## src/pmsw_regs.svh

```systemverilog
// register offsets, field positions, reset values and codes of the power status block
`ifndef PMSW_REGS_SVH
`define PMSW_REGS_SVH

// ************************************************************
// register offsets (byte addresses on the peripheral bus)
// ************************************************************
`define PMSW_CTL_OFS 12'h000
`define PMSW_STAT_OFS 12'h004

// ************************************************************
// reset values
// ************************************************************
`define PMSW_STAT_RST 32'h0000_0000
`define PMSW_RDATA_RST 32'h0000_0000

// ************************************************************
// control register write-one strobes
// ************************************************************
`define PMSW_STBCLR_BIT 3
`define PMSW_WUCLR_BIT 2

// ************************************************************
// status register fields
// ************************************************************
`define PMSW_LDR_HI 19
`define PMSW_LDR_LO 18
`define PMSW_HDSR_BIT 17
`define PMSW_HDR_BIT 16
`define PMSW_VSR_BIT 14
`define PMSW_WPEN_BIT 8
`define PMSW_LOW_VOLTAGE_FLAG_BIT 2
`define PMSW_STANDBY_FLAG_BIT 1
`define PMSW_WUF_BIT 0

// ************************************************************
// low-driver field codes
// ************************************************************
`define PMSW_LDR_ACTIVE 2'h3
`define PMSW_LDR_NORMAL 2'h0

// ************************************************************
// byte lanes holding writable fields
// ************************************************************
`define PMSW_LANE_CTL 0
`define PMSW_LANE_WPEN 1
`define PMSW_LANE_LDR 2

`endif

```

## src/pmsw_pkg.sv

```systemverilog
// types shared by the power status block
package pmsw_pkg;

  // ************************************************************
  // register bus types
  // ************************************************************
  typedef logic [31:0] pmsw_word_type; // one bus data word
  typedef logic [1:0] pmsw_ldr_type; // low-driver ready field

  // address decode result
  typedef enum logic [1:0] {
    pmsw_sel_none,
    pmsw_sel_ctl,
    pmsw_sel_stat
  } pmsw_sel_type;

endpackage : pmsw_pkg

```

## src/pmsw_status.sv

```systemverilog
// power status and wake control register block with apb slave
`timescale 1ns/1ps
`include "pmsw_regs.svh"

// What this block does
// status resets zero, kept across standby wake
// half-word and word accesses both accepted
// low-driver field reads 11 after entry
// writing 11 clears low-driver field
// bit 17 shows high-driver switch ready
// bit 16 shows high-driver ready
// bit 14 shows voltage select ready
// enabled wake pin rising edge wakes standby
// pull-down applied while wake pin enabled
// enabling with pin high raises wake event
// bit 2 shows low-voltage detector output
// detector flag frozen during standby
// standby flag set after standby
// standby flag cleared by reset or strobe
// wakeup flag set by pin or alarm
// wakeup flag cleared by reset or strobe
// software writes reserved bits as zero
// clear strobes read zero, zero writes ignored
// software sets switch only when ready
// read-only flags ignore writes, synchronised
module pmsw_status (
  input wire logic mclk, // bus clock, 100 MHz
  input wire logic rst, // power-on/power-down reset, sync, high
  input wire logic psel, // apb select
  input wire logic penable, // apb enable
  input wire logic pwrite, // apb direction, high for write
  input wire logic [11:0] paddr, // apb byte address
  input wire logic [31:0] pwdata, // apb write data
  input wire logic [3:0] pstrb, // apb byte strobes
  output logic [31:0] prdata, // apb read data
  output logic pready, // apb ready
  output logic pslverr, // apb error, unmapped address
  input wire logic wake_pin, // wake pin level, asynchronous
  input wire logic rtc_alarm, // alarm level, asynchronous
  input wire logic standby_active, // high while in standby
  input wire logic deep_sleep_low_driver, // high in low-driver sleep
  input wire logic high_driver_switch_ready_in, // switch ready
  input wire logic high_driver_ready_in, // high-driver ready
  input wire logic regulator_voltage_select_ready_in, // vsel ready
  input wire logic low_voltage_detector, // detector output
  output logic wake_pin_pull_down, // pull-down on wake pin
  output logic standby_wake // one-cycle request to leave standby
);

  // ************************************************************
  // synchronised inputs
  // ************************************************************
  logic [7:0] raw_in; // asynchronous sources grouped
  logic [7:0] sync_in; // same, two flops later
  logic wake_s; // wake pin
  logic rtc_s; // alarm
  logic stby_s; // standby state
  logic ldr_s; // low-driver deep-sleep state
  logic hdsr_s; // switch ready
  logic hdr_s; // high-driver ready
  logic vsr_s; // voltage select ready
  logic lvd_s; // detector

  assign raw_in = {wake_pin, rtc_alarm, standby_active,
                   deep_sleep_low_driver, high_driver_switch_ready_in,
                   high_driver_ready_in,
                   regulator_voltage_select_ready_in,
                   low_voltage_detector};

  // every status source crosses here before any logic reads it
  pmsw_sync #(.WIDTH(8)) u_sync (
    .mclk(mclk),
    .rst(rst),
    .d(raw_in),
    .q(sync_in)
  );

  assign {wake_s, rtc_s, stby_s, ldr_s, hdsr_s, hdr_s, vsr_s,
          lvd_s} = sync_in;

  // ************************************************************
  // state registers
  // ************************************************************
  logic wake_d_ff; // wake pin one cycle ago
  logic rtc_d_ff; // alarm one cycle ago
  logic ldr_d_ff; // low-driver state one cycle ago
  logic wake_en_ff; // wake pin enable, bit 8
  logic wuf_ff; // wakeup flag
  logic standby_flag_ff; // standby flag
  logic low_voltage_flag_ff; // detector flag
  pmsw_pkg::pmsw_ldr_type ldr_ff; // low-driver ready field
  logic wake_req_ff; // standby wake pulse
  logic [31:0] rdata_ff; // read data
  logic slverr_ff; // error answer

  // ************************************************************
  // apb decode
  // ************************************************************
  function automatic pmsw_pkg::pmsw_sel_type decode(
    input logic [11:0] addr
  );
    if (addr == `PMSW_CTL_OFS) begin
      decode = pmsw_pkg::pmsw_sel_ctl;
    end else if (addr == `PMSW_STAT_OFS) begin
      decode = pmsw_pkg::pmsw_sel_stat;
    end else begin
      decode = pmsw_pkg::pmsw_sel_none;
    end
  endfunction : decode

  pmsw_pkg::pmsw_sel_type sel; // register hit
  wire setup_ph = psel & ~penable; // first cycle of a transfer
  wire access_ph = psel & penable; // completing cycle
  wire hit_ctl = (sel == pmsw_pkg::pmsw_sel_ctl);
  wire hit_stat = (sel == pmsw_pkg::pmsw_sel_stat);
  wire wr_ctl = access_ph & pwrite & hit_ctl;
  wire wr_stat = access_ph & pwrite & hit_stat;

  assign sel = decode(paddr);

  // byte strobes make half-word writes touch only their lanes
  wire clr_stby = wr_ctl & pstrb[`PMSW_LANE_CTL]
                  & pwdata[`PMSW_STBCLR_BIT];
  wire clr_wk = wr_ctl & pstrb[`PMSW_LANE_CTL]
                & pwdata[`PMSW_WUCLR_BIT];
  wire en_wr = wr_stat & pstrb[`PMSW_LANE_WPEN];
  wire clr_ldr = wr_stat & pstrb[`PMSW_LANE_LDR]
                 & (pwdata[`PMSW_LDR_HI:`PMSW_LDR_LO]
                    == `PMSW_LDR_ACTIVE);

  // ************************************************************
  // wake events
  // ************************************************************
  wire en_rise = en_wr & pwdata[`PMSW_WPEN_BIT] & ~wake_en_ff;
  wire pin_rise = wake_s & ~wake_d_ff;
  wire pin_event = (wake_en_ff & pin_rise)
                   | (en_rise & wake_s);
  wire rtc_event = rtc_s & ~rtc_d_ff;
  wire wake_event = pin_event | rtc_event;
  wire ldr_set = ldr_s & ~ldr_d_ff; // entry into low-driver sleep

  // ************************************************************
  // next values; a set always beats a clear in the same cycle
  // ************************************************************
  wire nxt_wake_en = en_wr ? pwdata[`PMSW_WPEN_BIT] : wake_en_ff;
  wire nxt_wuf = wake_event | (wuf_ff & ~clr_wk);
  wire nxt_standby_flag = stby_s | (standby_flag_ff & ~clr_stby);
  wire nxt_low_voltage_flag = stby_s ? low_voltage_flag_ff : lvd_s;
  wire nxt_wake_req = wake_en_ff & pin_rise & stby_s;
  pmsw_pkg::pmsw_ldr_type nxt_ldr; // low-driver field next
  assign nxt_ldr = ldr_set ? `PMSW_LDR_ACTIVE
                   : (clr_ldr ? `PMSW_LDR_NORMAL : ldr_ff);

  // status word; ready bits read the synchronised sources and
  // ignore writes, reserved bits read zero
  pmsw_pkg::pmsw_word_type stat_word;
  assign stat_word = {12'h000, ldr_ff,
                      hdsr_s,
                      hdr_s,
                      1'b0, vsr_s,
                      5'h00, wake_en_ff, 5'h00,
                      low_voltage_flag_ff,
                      standby_flag_ff, wuf_ff};

  // read data chosen in the setup cycle, control reads as zero
  wire [31:0] nxt_rdata = (setup_ph & ~pwrite & hit_stat)
                          ? stat_word : `PMSW_RDATA_RST;
  wire nxt_slverr = setup_ph & (sel == pmsw_pkg::pmsw_sel_none);

  // ************************************************************
  // edge history
  // ************************************************************
  always_ff @(posedge mclk) begin
    if (rst) begin
      wake_d_ff <= 1'b0;
      rtc_d_ff <= 1'b0;
      ldr_d_ff <= 1'b0;
    end else begin
      wake_d_ff <= wake_s;
      rtc_d_ff <= rtc_s;
      ldr_d_ff <= ldr_s;
    end
  end

  // ************************************************************
  // status flags; rst clears them all, the clear strobes the standby and wakeup flags, a write of 11 the low-driver field, a standby wake none
  // ************************************************************
  always_ff @(posedge mclk) begin
    if (rst) begin
      wake_en_ff <= 1'b0;
      wuf_ff <= 1'b0;
      standby_flag_ff <= 1'b0;
      low_voltage_flag_ff <= 1'b0;
      ldr_ff <= `PMSW_LDR_NORMAL;
      wake_req_ff <= 1'b0;
    end else begin
      wake_en_ff <= nxt_wake_en;
      wuf_ff <= nxt_wuf;
      standby_flag_ff <= nxt_standby_flag;
      low_voltage_flag_ff <= nxt_low_voltage_flag;
      ldr_ff <= nxt_ldr;
      wake_req_ff <= nxt_wake_req;
    end
  end

  // ************************************************************
  // bus answer registers
  // ************************************************************
  always_ff @(posedge mclk) begin
    if (rst) begin
      rdata_ff <= `PMSW_RDATA_RST;
      slverr_ff <= 1'b0;
    end else begin
      rdata_ff <= nxt_rdata;
      slverr_ff <= nxt_slverr;
    end
  end

  // zero wait states: the answer was prepared in the setup cycle
  assign pready = 1'b1;
  assign prdata = rdata_ff;
  assign pslverr = slverr_ff & access_ph;
  assign wake_pin_pull_down = wake_en_ff;
  assign standby_wake = wake_req_ff;
endmodule : pmsw_status

```

## src/pmsw_sync.sv

```systemverilog
// two-flop synchroniser for a group of independent level inputs
`timescale 1ns/1ps

module pmsw_sync #(
  parameter int WIDTH = 8 // number of levels carried
) (
  input wire logic mclk, // bus clock
  input wire logic rst, // synchronous reset, active high
  input wire logic [WIDTH-1:0] d, // asynchronous levels
  output logic [WIDTH-1:0] q // levels in the mclk domain
);

  logic [WIDTH-1:0] meta_ff; // first stage, read only by q_ff
  logic [WIDTH-1:0] q_ff; // second stage

  // ************************************************************
  // two stages; each bit is its own level, no bus coherence is
  // promised, which is fine for independent status sources
  // ************************************************************
  always_ff @(posedge mclk) begin
    if (rst) begin
      meta_ff <= '0;
      q_ff <= '0;
    end else begin
      meta_ff <= d;
      q_ff <= meta_ff;
    end
  end

  assign q = q_ff;

endmodule : pmsw_sync

```

## config.mk

```make
export PLATFORM = sky130hd
export DESIGN_NAME = pmsw_status
export DESIGN_NICKNAME = d
export VERILOG_FILES = /design/src/pmsw_pkg.sv /design/src/pmsw_status.sv /design/src/pmsw_sync.sv
export VERILOG_INCLUDE_DIRS = /design/src
export SDC_FILE = /design/constraint.sdc
export NUM_CORES = 1
export LEC_CHECK = 0
export ABC_AREA = 1
export BUFFER_PORTS_ARGS = -buffer_cell sky130_fd_sc_hd__buf_4
export CORE_MARGIN = 1.5
export CORE_UTILIZATION = 40
export DETAILED_ROUTE_END_ITERATION = 8
export HOLD_SLACK_MARGIN = 0.08
export PLACE_DENSITY = 0.83
export SYNTH_ARGS = -nofsm -noshare
export SYNTH_HDL_FRONTEND = slang
export SYNTH_SLANG_ARGS = --single-unit
```

## constraint.sdc

```tcl
create_clock -name mclk -period 1.15 [get_ports mclk]
set_input_delay 0.23 -clock mclk [delete_from_list [all_inputs] [get_ports mclk]]
set_output_delay 0.23 -clock mclk [all_outputs]
set_load 0.02 [all_outputs]
```

* Yosys cells after proc, flatten, opt, wreduce, memory -nomap -nowiden
Cells that the tools add are included.
Word-level totals: bits in registers 59, input bits 61, output and inout bits 36
Operators by class: equal/unequal tests 4, muxes and demuxes 4, bitwise logic cells 38, reductions and logical operators 4
Operator list (count):
- 1-bit AND | 25
- 12-bit by 3-bit == test with 1-bit output, second input constant | 1
- 12-bit zero test | 1
- 1-bit inverter | 9
- 2-bit two-way mux | 4
- 2-bit == test, second input constant | 2
- 1-bit OR | 4
- 2-bit by 1-bit == test with 1-bit output, second input constant | 1
- 2-bit zero test | 1
- 2-bit nonzero test | 1
- 2-bit OR reduction | 1

* Depth between registers and ports, before layout
depth after elaboration 12, mapped depth 9

* Hierarchy
Synthesis repeated with hierarchy kept, for this count alone.
Second synthesis, totals: cells, all modules 181, area, all modules 1415.1 µm²
Modules (own cells, without submodules):
- pmsw_status | times used 1, cells an instance 131, area an instance 940.9 µm²
- pmsw_sync | times used 1, cells an instance 50, area an instance 474.2 µm²

* Least setup slack after synthesis
Ideal clock, no wire load.
kind input -> register, start point input port paddr[3], end point register ldr_ff[0], arrival 860 ps, data required time 1026 ps, slack 166 ps, cell stages on the path 6, cells stage by stage nor2_2 -> nand2_1 -> nor2_2 -> nand3_2 -> o21ai_0 -> o31ai_1
On the way: longest elaborated chain between the ends 8, elaborated cells between the ends (all ways) 9
Ends and longest elaborated chain:
- start: declaration | line pmsw_status.sv:32 | input wire logic [11:0] paddr,
- 12-bit by 3-bit == test with 1-bit output (no line)
- 2-bit two-way mux | line pmsw_status.sv:104 | end else if (addr == `PMSW_STAT_OFS) begin
- 2-bit two-way mux (*) | line pmsw_status.sv:102 | if (addr == `PMSW_CTL_OFS) begin
- 2-bit == test (*) | line pmsw_status.sv:115 | wire hit_stat = (sel == pmsw_pkg::pmsw_sel_stat);
- 1-bit AND (*) | line pmsw_status.sv:117 | wire wr_stat = access_ph & pwrite & hit_stat;
- 1-bit AND (*) (2 in a row) | line pmsw_status.sv:127 | wire clr_ldr = wr_stat & pstrb[`PMSW_LANE_LDR]
- 2-bit nonzero test (no line) (*)
- end signal: assignment | line pmsw_status.sv:194 | ldr_ff <= `PMSW_LDR_NORMAL;
- end signal: assignment | line pmsw_status.sv:201 | ldr_ff <= nxt_ldr;
- end: declaration | line pmsw_status.sv:91 | pmsw_pkg::pmsw_ldr_type ldr_ff;
Every way passes the cells marked *; elsewhere a longest branch is shown, timed or not. A chain may end at the register's enable or synchronous reset.

* Final worst setup path
start point register slverr_ff, end point output port pslverr
On the way: longest elaborated chain between the ends 1
Ends and longest elaborated chain:
- start: declaration | line pmsw_status.sv:94 | logic slverr_ff;
- start signal: assignment | line pmsw_status.sv:215 | slverr_ff <= nxt_slverr;
- 1-bit AND | line pmsw_status.sv:222 | assign pslverr = slverr_ff & access_ph;
- end: declaration | line pmsw_status.sv:37 | output logic pslverr,
Every way passes these cells.

==> qor_table.md <==
| Metric | Value |
|:---|:---|
| Final setup vio count | 0 |
| I/O pin cnt | 97 |
| Gate count of the mapped netlist | 174 |
| Layout cells sized above 1 | 29.86% |
| Total vias in the final route | 1007 |
| Slowest CP cell | sky130_fd_sc_hd__dfxtp_2 |
| First-pass GRT wire length | 3450 um |
| Clock sink total | 34 |
| Multiplexer share of the synthesized area | 0% |
| Post-route antenna net violation count | 0 |
| Relative contribution of combinational cells to total power | 12.0% |
| Number of synthesized flops with an enable pin | 0 |
| DR iter-0 viols | 36 |
| Global-route met1 utilization | 13.27% |
| Min-delay worst type | in2reg |
| Delay-heaviest family, CP | flip-flops |
| Max-Cap Viols | 0 |
| GR Util met3 | 3.992% |
| XOR/XNOR Fraction of Synth Area | 0% |
| Final worst-path cycle share | 98.55% |
| TritonCTS clock tree | yes |
| Buffers & Inverters on Critical Path | 2 |
| Max rail drop VDD | 0.0004332 V |
| Upper clock frequency limit | 882.4 MHz |
| Main combinational cell family by area after synthesis | buffers and inverters |
| Crit-path cells | inv_2 > nor2_2 > buf_6 |
| Total Routing Usage GR | 12.69% |
| Critical Path End Type | output port |
| N_diodes | 0 |
| Proportion of synthesized chip area in sequential cells | 49.68% |
| Share of total power consumed by net switching | 24.74% |
| Number of nets in the final layout | 282 |
| Fraction of post-synthesis cell area in the top cell type by area | 49.68% |
| Class of the most critical setup path | reg2out |
| Quantity of I/O buffers inserted on ports | 44 |
| Commonest register cell after synthesis | sky130_fd_sc_hd__dfxtp_1 |
| Number of fill cells | 342 |
| Clock tree buffer depth | 2 |
| Cell types with the highest counts after synthesis | sky130_fd_sc_hd__inv_1 (37), sky130_fd_sc_hd__nor2_1 (37), sky130_fd_sc_hd__dfxtp_1 (34) |
| Data arrival time of the critical path | 900 ps |
| Total count of max-transition violations in the final report | 0 |
| Vias in the first global route | 887 |
| Critical path required time | 920 ps |
| Initial standard-cell utilization of the core | 41.38% |
| Synth cell types | 22 |
| Post-route insts no fill | 267 |
| Compound-Gate Fraction of Synth Area | 2.740% |
| Multi-input combinational cell area | 435.4 sq um |
| Total grt overflow | 0 |
| Int Power | 1534 uW |
| Chip height | 61.53 um |
| Met2 Usage GRT | 20.90% |
| Final HPWL from detailed placement | 1674 um |
| Post-synthesis cell type with the largest combined area | sky130_fd_sc_hd__dfxtp_1 |
| DIE AREA | 0.003785 sq mm |
| NetSw | 504.4 uW |
| Clock latency of the later-clocked register in the worst-skew pair | 320 ps |
| Number of cells after detailed placement | 260 |
| First-pass DRT Iterations | 4 |
| Startpoint type of the worst setup path | flop |
| Total setup buffers inserted after CTS | 0 |
| Post-detailed-route wirelength per cell | 7.854 um |
| Final worst path period need | 1133 ps |
| Static Leakage | 0.0008588 uW |
| Status | completed |
| Chip Width | 61.53 um |
| Longest individual stage delay on the worst path | 330 ps |
| CTS buffer count | 5 |
| Global route hottest layer | met2 |
| Mapped Area | 0.001370 sq mm |
| H-tree lvl count | 2 |
| Core Box Area | 0.003311 sq mm |
| Fraction of synthesis flops using an asynchronous set or reset pin | 0% |
| Share of total power in the clock network | 27.9% |
| Post-Synth Adder-Cell Area | 0% |
| Pin count of the biggest net entering global routing | 18 |
| Utilization of the core after routing | 51.70% |
| Mean number of vias per cell | 3.772 |
| Power per cell area | 1191 mW/mm^2 |
| Highest fanout seen on the critical path | 1 |
| Initial antenna violation count | 0 |
| Skew final | 10.17 ps |
| Layout Area Growth over Synthesis | 24.93% |
| Register area | 683.2 sq um |
| Count of yosys warnings during synthesis | 0 |
| Hold Vio Cnt, Final | 0 |
| Synth top area cells | sky130_fd_sc_hd__dfxtp_1 (50%), sky130_fd_sc_hd__buf_4 (14%), sky130_fd_sc_hd__inv_1 (10%) |
| Flip-flop and latch count after synthesis | 34 |
| Final routed DRC violation total | 0 |
| Number of standard-cell rows in the floorplan | 21 |
| Fraction of power consumed by sequential logic | 60.1% |
| RSZ-0062 raised after global routing | true |
| Final weighted congestion in routability-driven placement | 0.7792 |
| Overall routed net length | 2097 um |
| Clock root buffer master | sky130_fd_sc_hd__clkbuf_4 |
| Average size of a mapped cell | 7.874 sq um |
| Post-synthesis share of cell area spent on and, or, nand and nor gates | 22.28% |
| CTS clk-pin slew, worst paths | 100 ps |
-- logic make-up (layout without fill, tap and decap cells) --
kind of cell	count (synthesis)	after routing
simple gates	67	67
buf+inv	65	90
flops	34	34
compound gates	6	6
other cells	2	24
-- through the flow --
stage               area [sq um]  setup TNS (ps)  power (uW)  setup WS (ps)  hold slack (ps)
floorplan                   1453               0        1456          166.1            337.0
global placement            1655          -26.69        1489         -26.05            388.8
detailed placement          1655          -306.9        1496         -69.69            392.2
CTS                         1703               0        2071          9.410            90.04
global route                1712          -57.60        2167         -57.60            90.56
finish                      1712               0        2038          16.70            109.3
-- per-layer routing --
layer,part of all wire (%),vias to the layer above
li1,-,548
met1,40,407
met2,49,42
met3,6.4,10
met4,4.9,0
met5,0,-
-- placed cells by master, fill, tap and decap left out --
master,n
sky130_fd_sc_hd__nand3_2,1
sky130_fd_sc_hd__nor2_1,36
sky130_fd_sc_hd__a21oi_2,1
sky130_fd_sc_hd__clkinv_2,2
sky130_fd_sc_hd__nor3_2,1
sky130_fd_sc_hd__o21ai_0,2
sky130_fd_sc_hd__o31ai_1,1
sky130_fd_sc_hd__a21oi_1,1
sky130_fd_sc_hd__clkbuf_4,5
sky130_fd_sc_hd__buf_4,45
sky130_fd_sc_hd__nor3_1,2
sky130_fd_sc_hd__nor2_4,1
sky130_fd_sc_hd__buf_6,1
sky130_fd_sc_hd__inv_1,36
sky130_fd_sc_hd__nand4_1,1
sky130_fd_sc_hd__inv_2,1
sky130_fd_sc_hd__a31oi_1,1
sky130_fd_sc_hd__nor4_1,1
sky130_fd_sc_hd__dfxtp_2,2
sky130_fd_sc_hd__dfxtp_1,32
sky130_fd_sc_hd__conb_1,24
sky130_fd_sc_hd__nand2_1,12
sky130_fd_sc_hd__nor2_2,5
sky130_fd_sc_hd__nand3_1,6
sky130_fd_sc_hd__nand4_2,1
-- power groups by stage --
stage                     clock network, uW  registers (uW)  logic, uW
final                                   569            1230        245
after global routing                    661            1230        276
after CTS                               602            1230        244
after detailed placement                  0            1250        243
after global placement                    0            1250        238
after floorplan                           0            1250        206
-- tightest hold or removal path, cell delays in order --
cell	delay, ps
sky130_fd_sc_hd__buf_4	70
sky130_fd_sc_hd__inv_1	30
sky130_fd_sc_hd__nor2_1	60
-- final timing paths --
check                                   startpoint                 to  slack, ps  cells after the start
worst min register to register   u_sync.meta_ff[2]        u_sync.q[2]        400                      2
worst min-delay path                     rtc_alarm  u_sync.meta_ff[6]        110                      3
worst max-delay path                     slverr_ff            pslverr         20                      3
worst max register to register  wake_pin_pull_down             wuf_ff        230                      6
-- area by class of cell --
cell class	count	share of cell area (%)
Clock buffer	5	2.193
Clock inverter	2	0.5848
Inverter	37	8.114
Multi-Input combinational cell	97	25.44
Sequential cell	34	39.91
Tap cell	46	3.363
Timing Repair Buffer	46	20.39
-- what timing repair did --
action,in CTS,in global routing
hold buffers,0,0
pin swaps,1,1
gates resized for setup,0,5
gates cloned,0,0
endpoints found under the setup margin,1,2
hold endpoints to repair,0,0
Power figures use the tool's default switching activity.
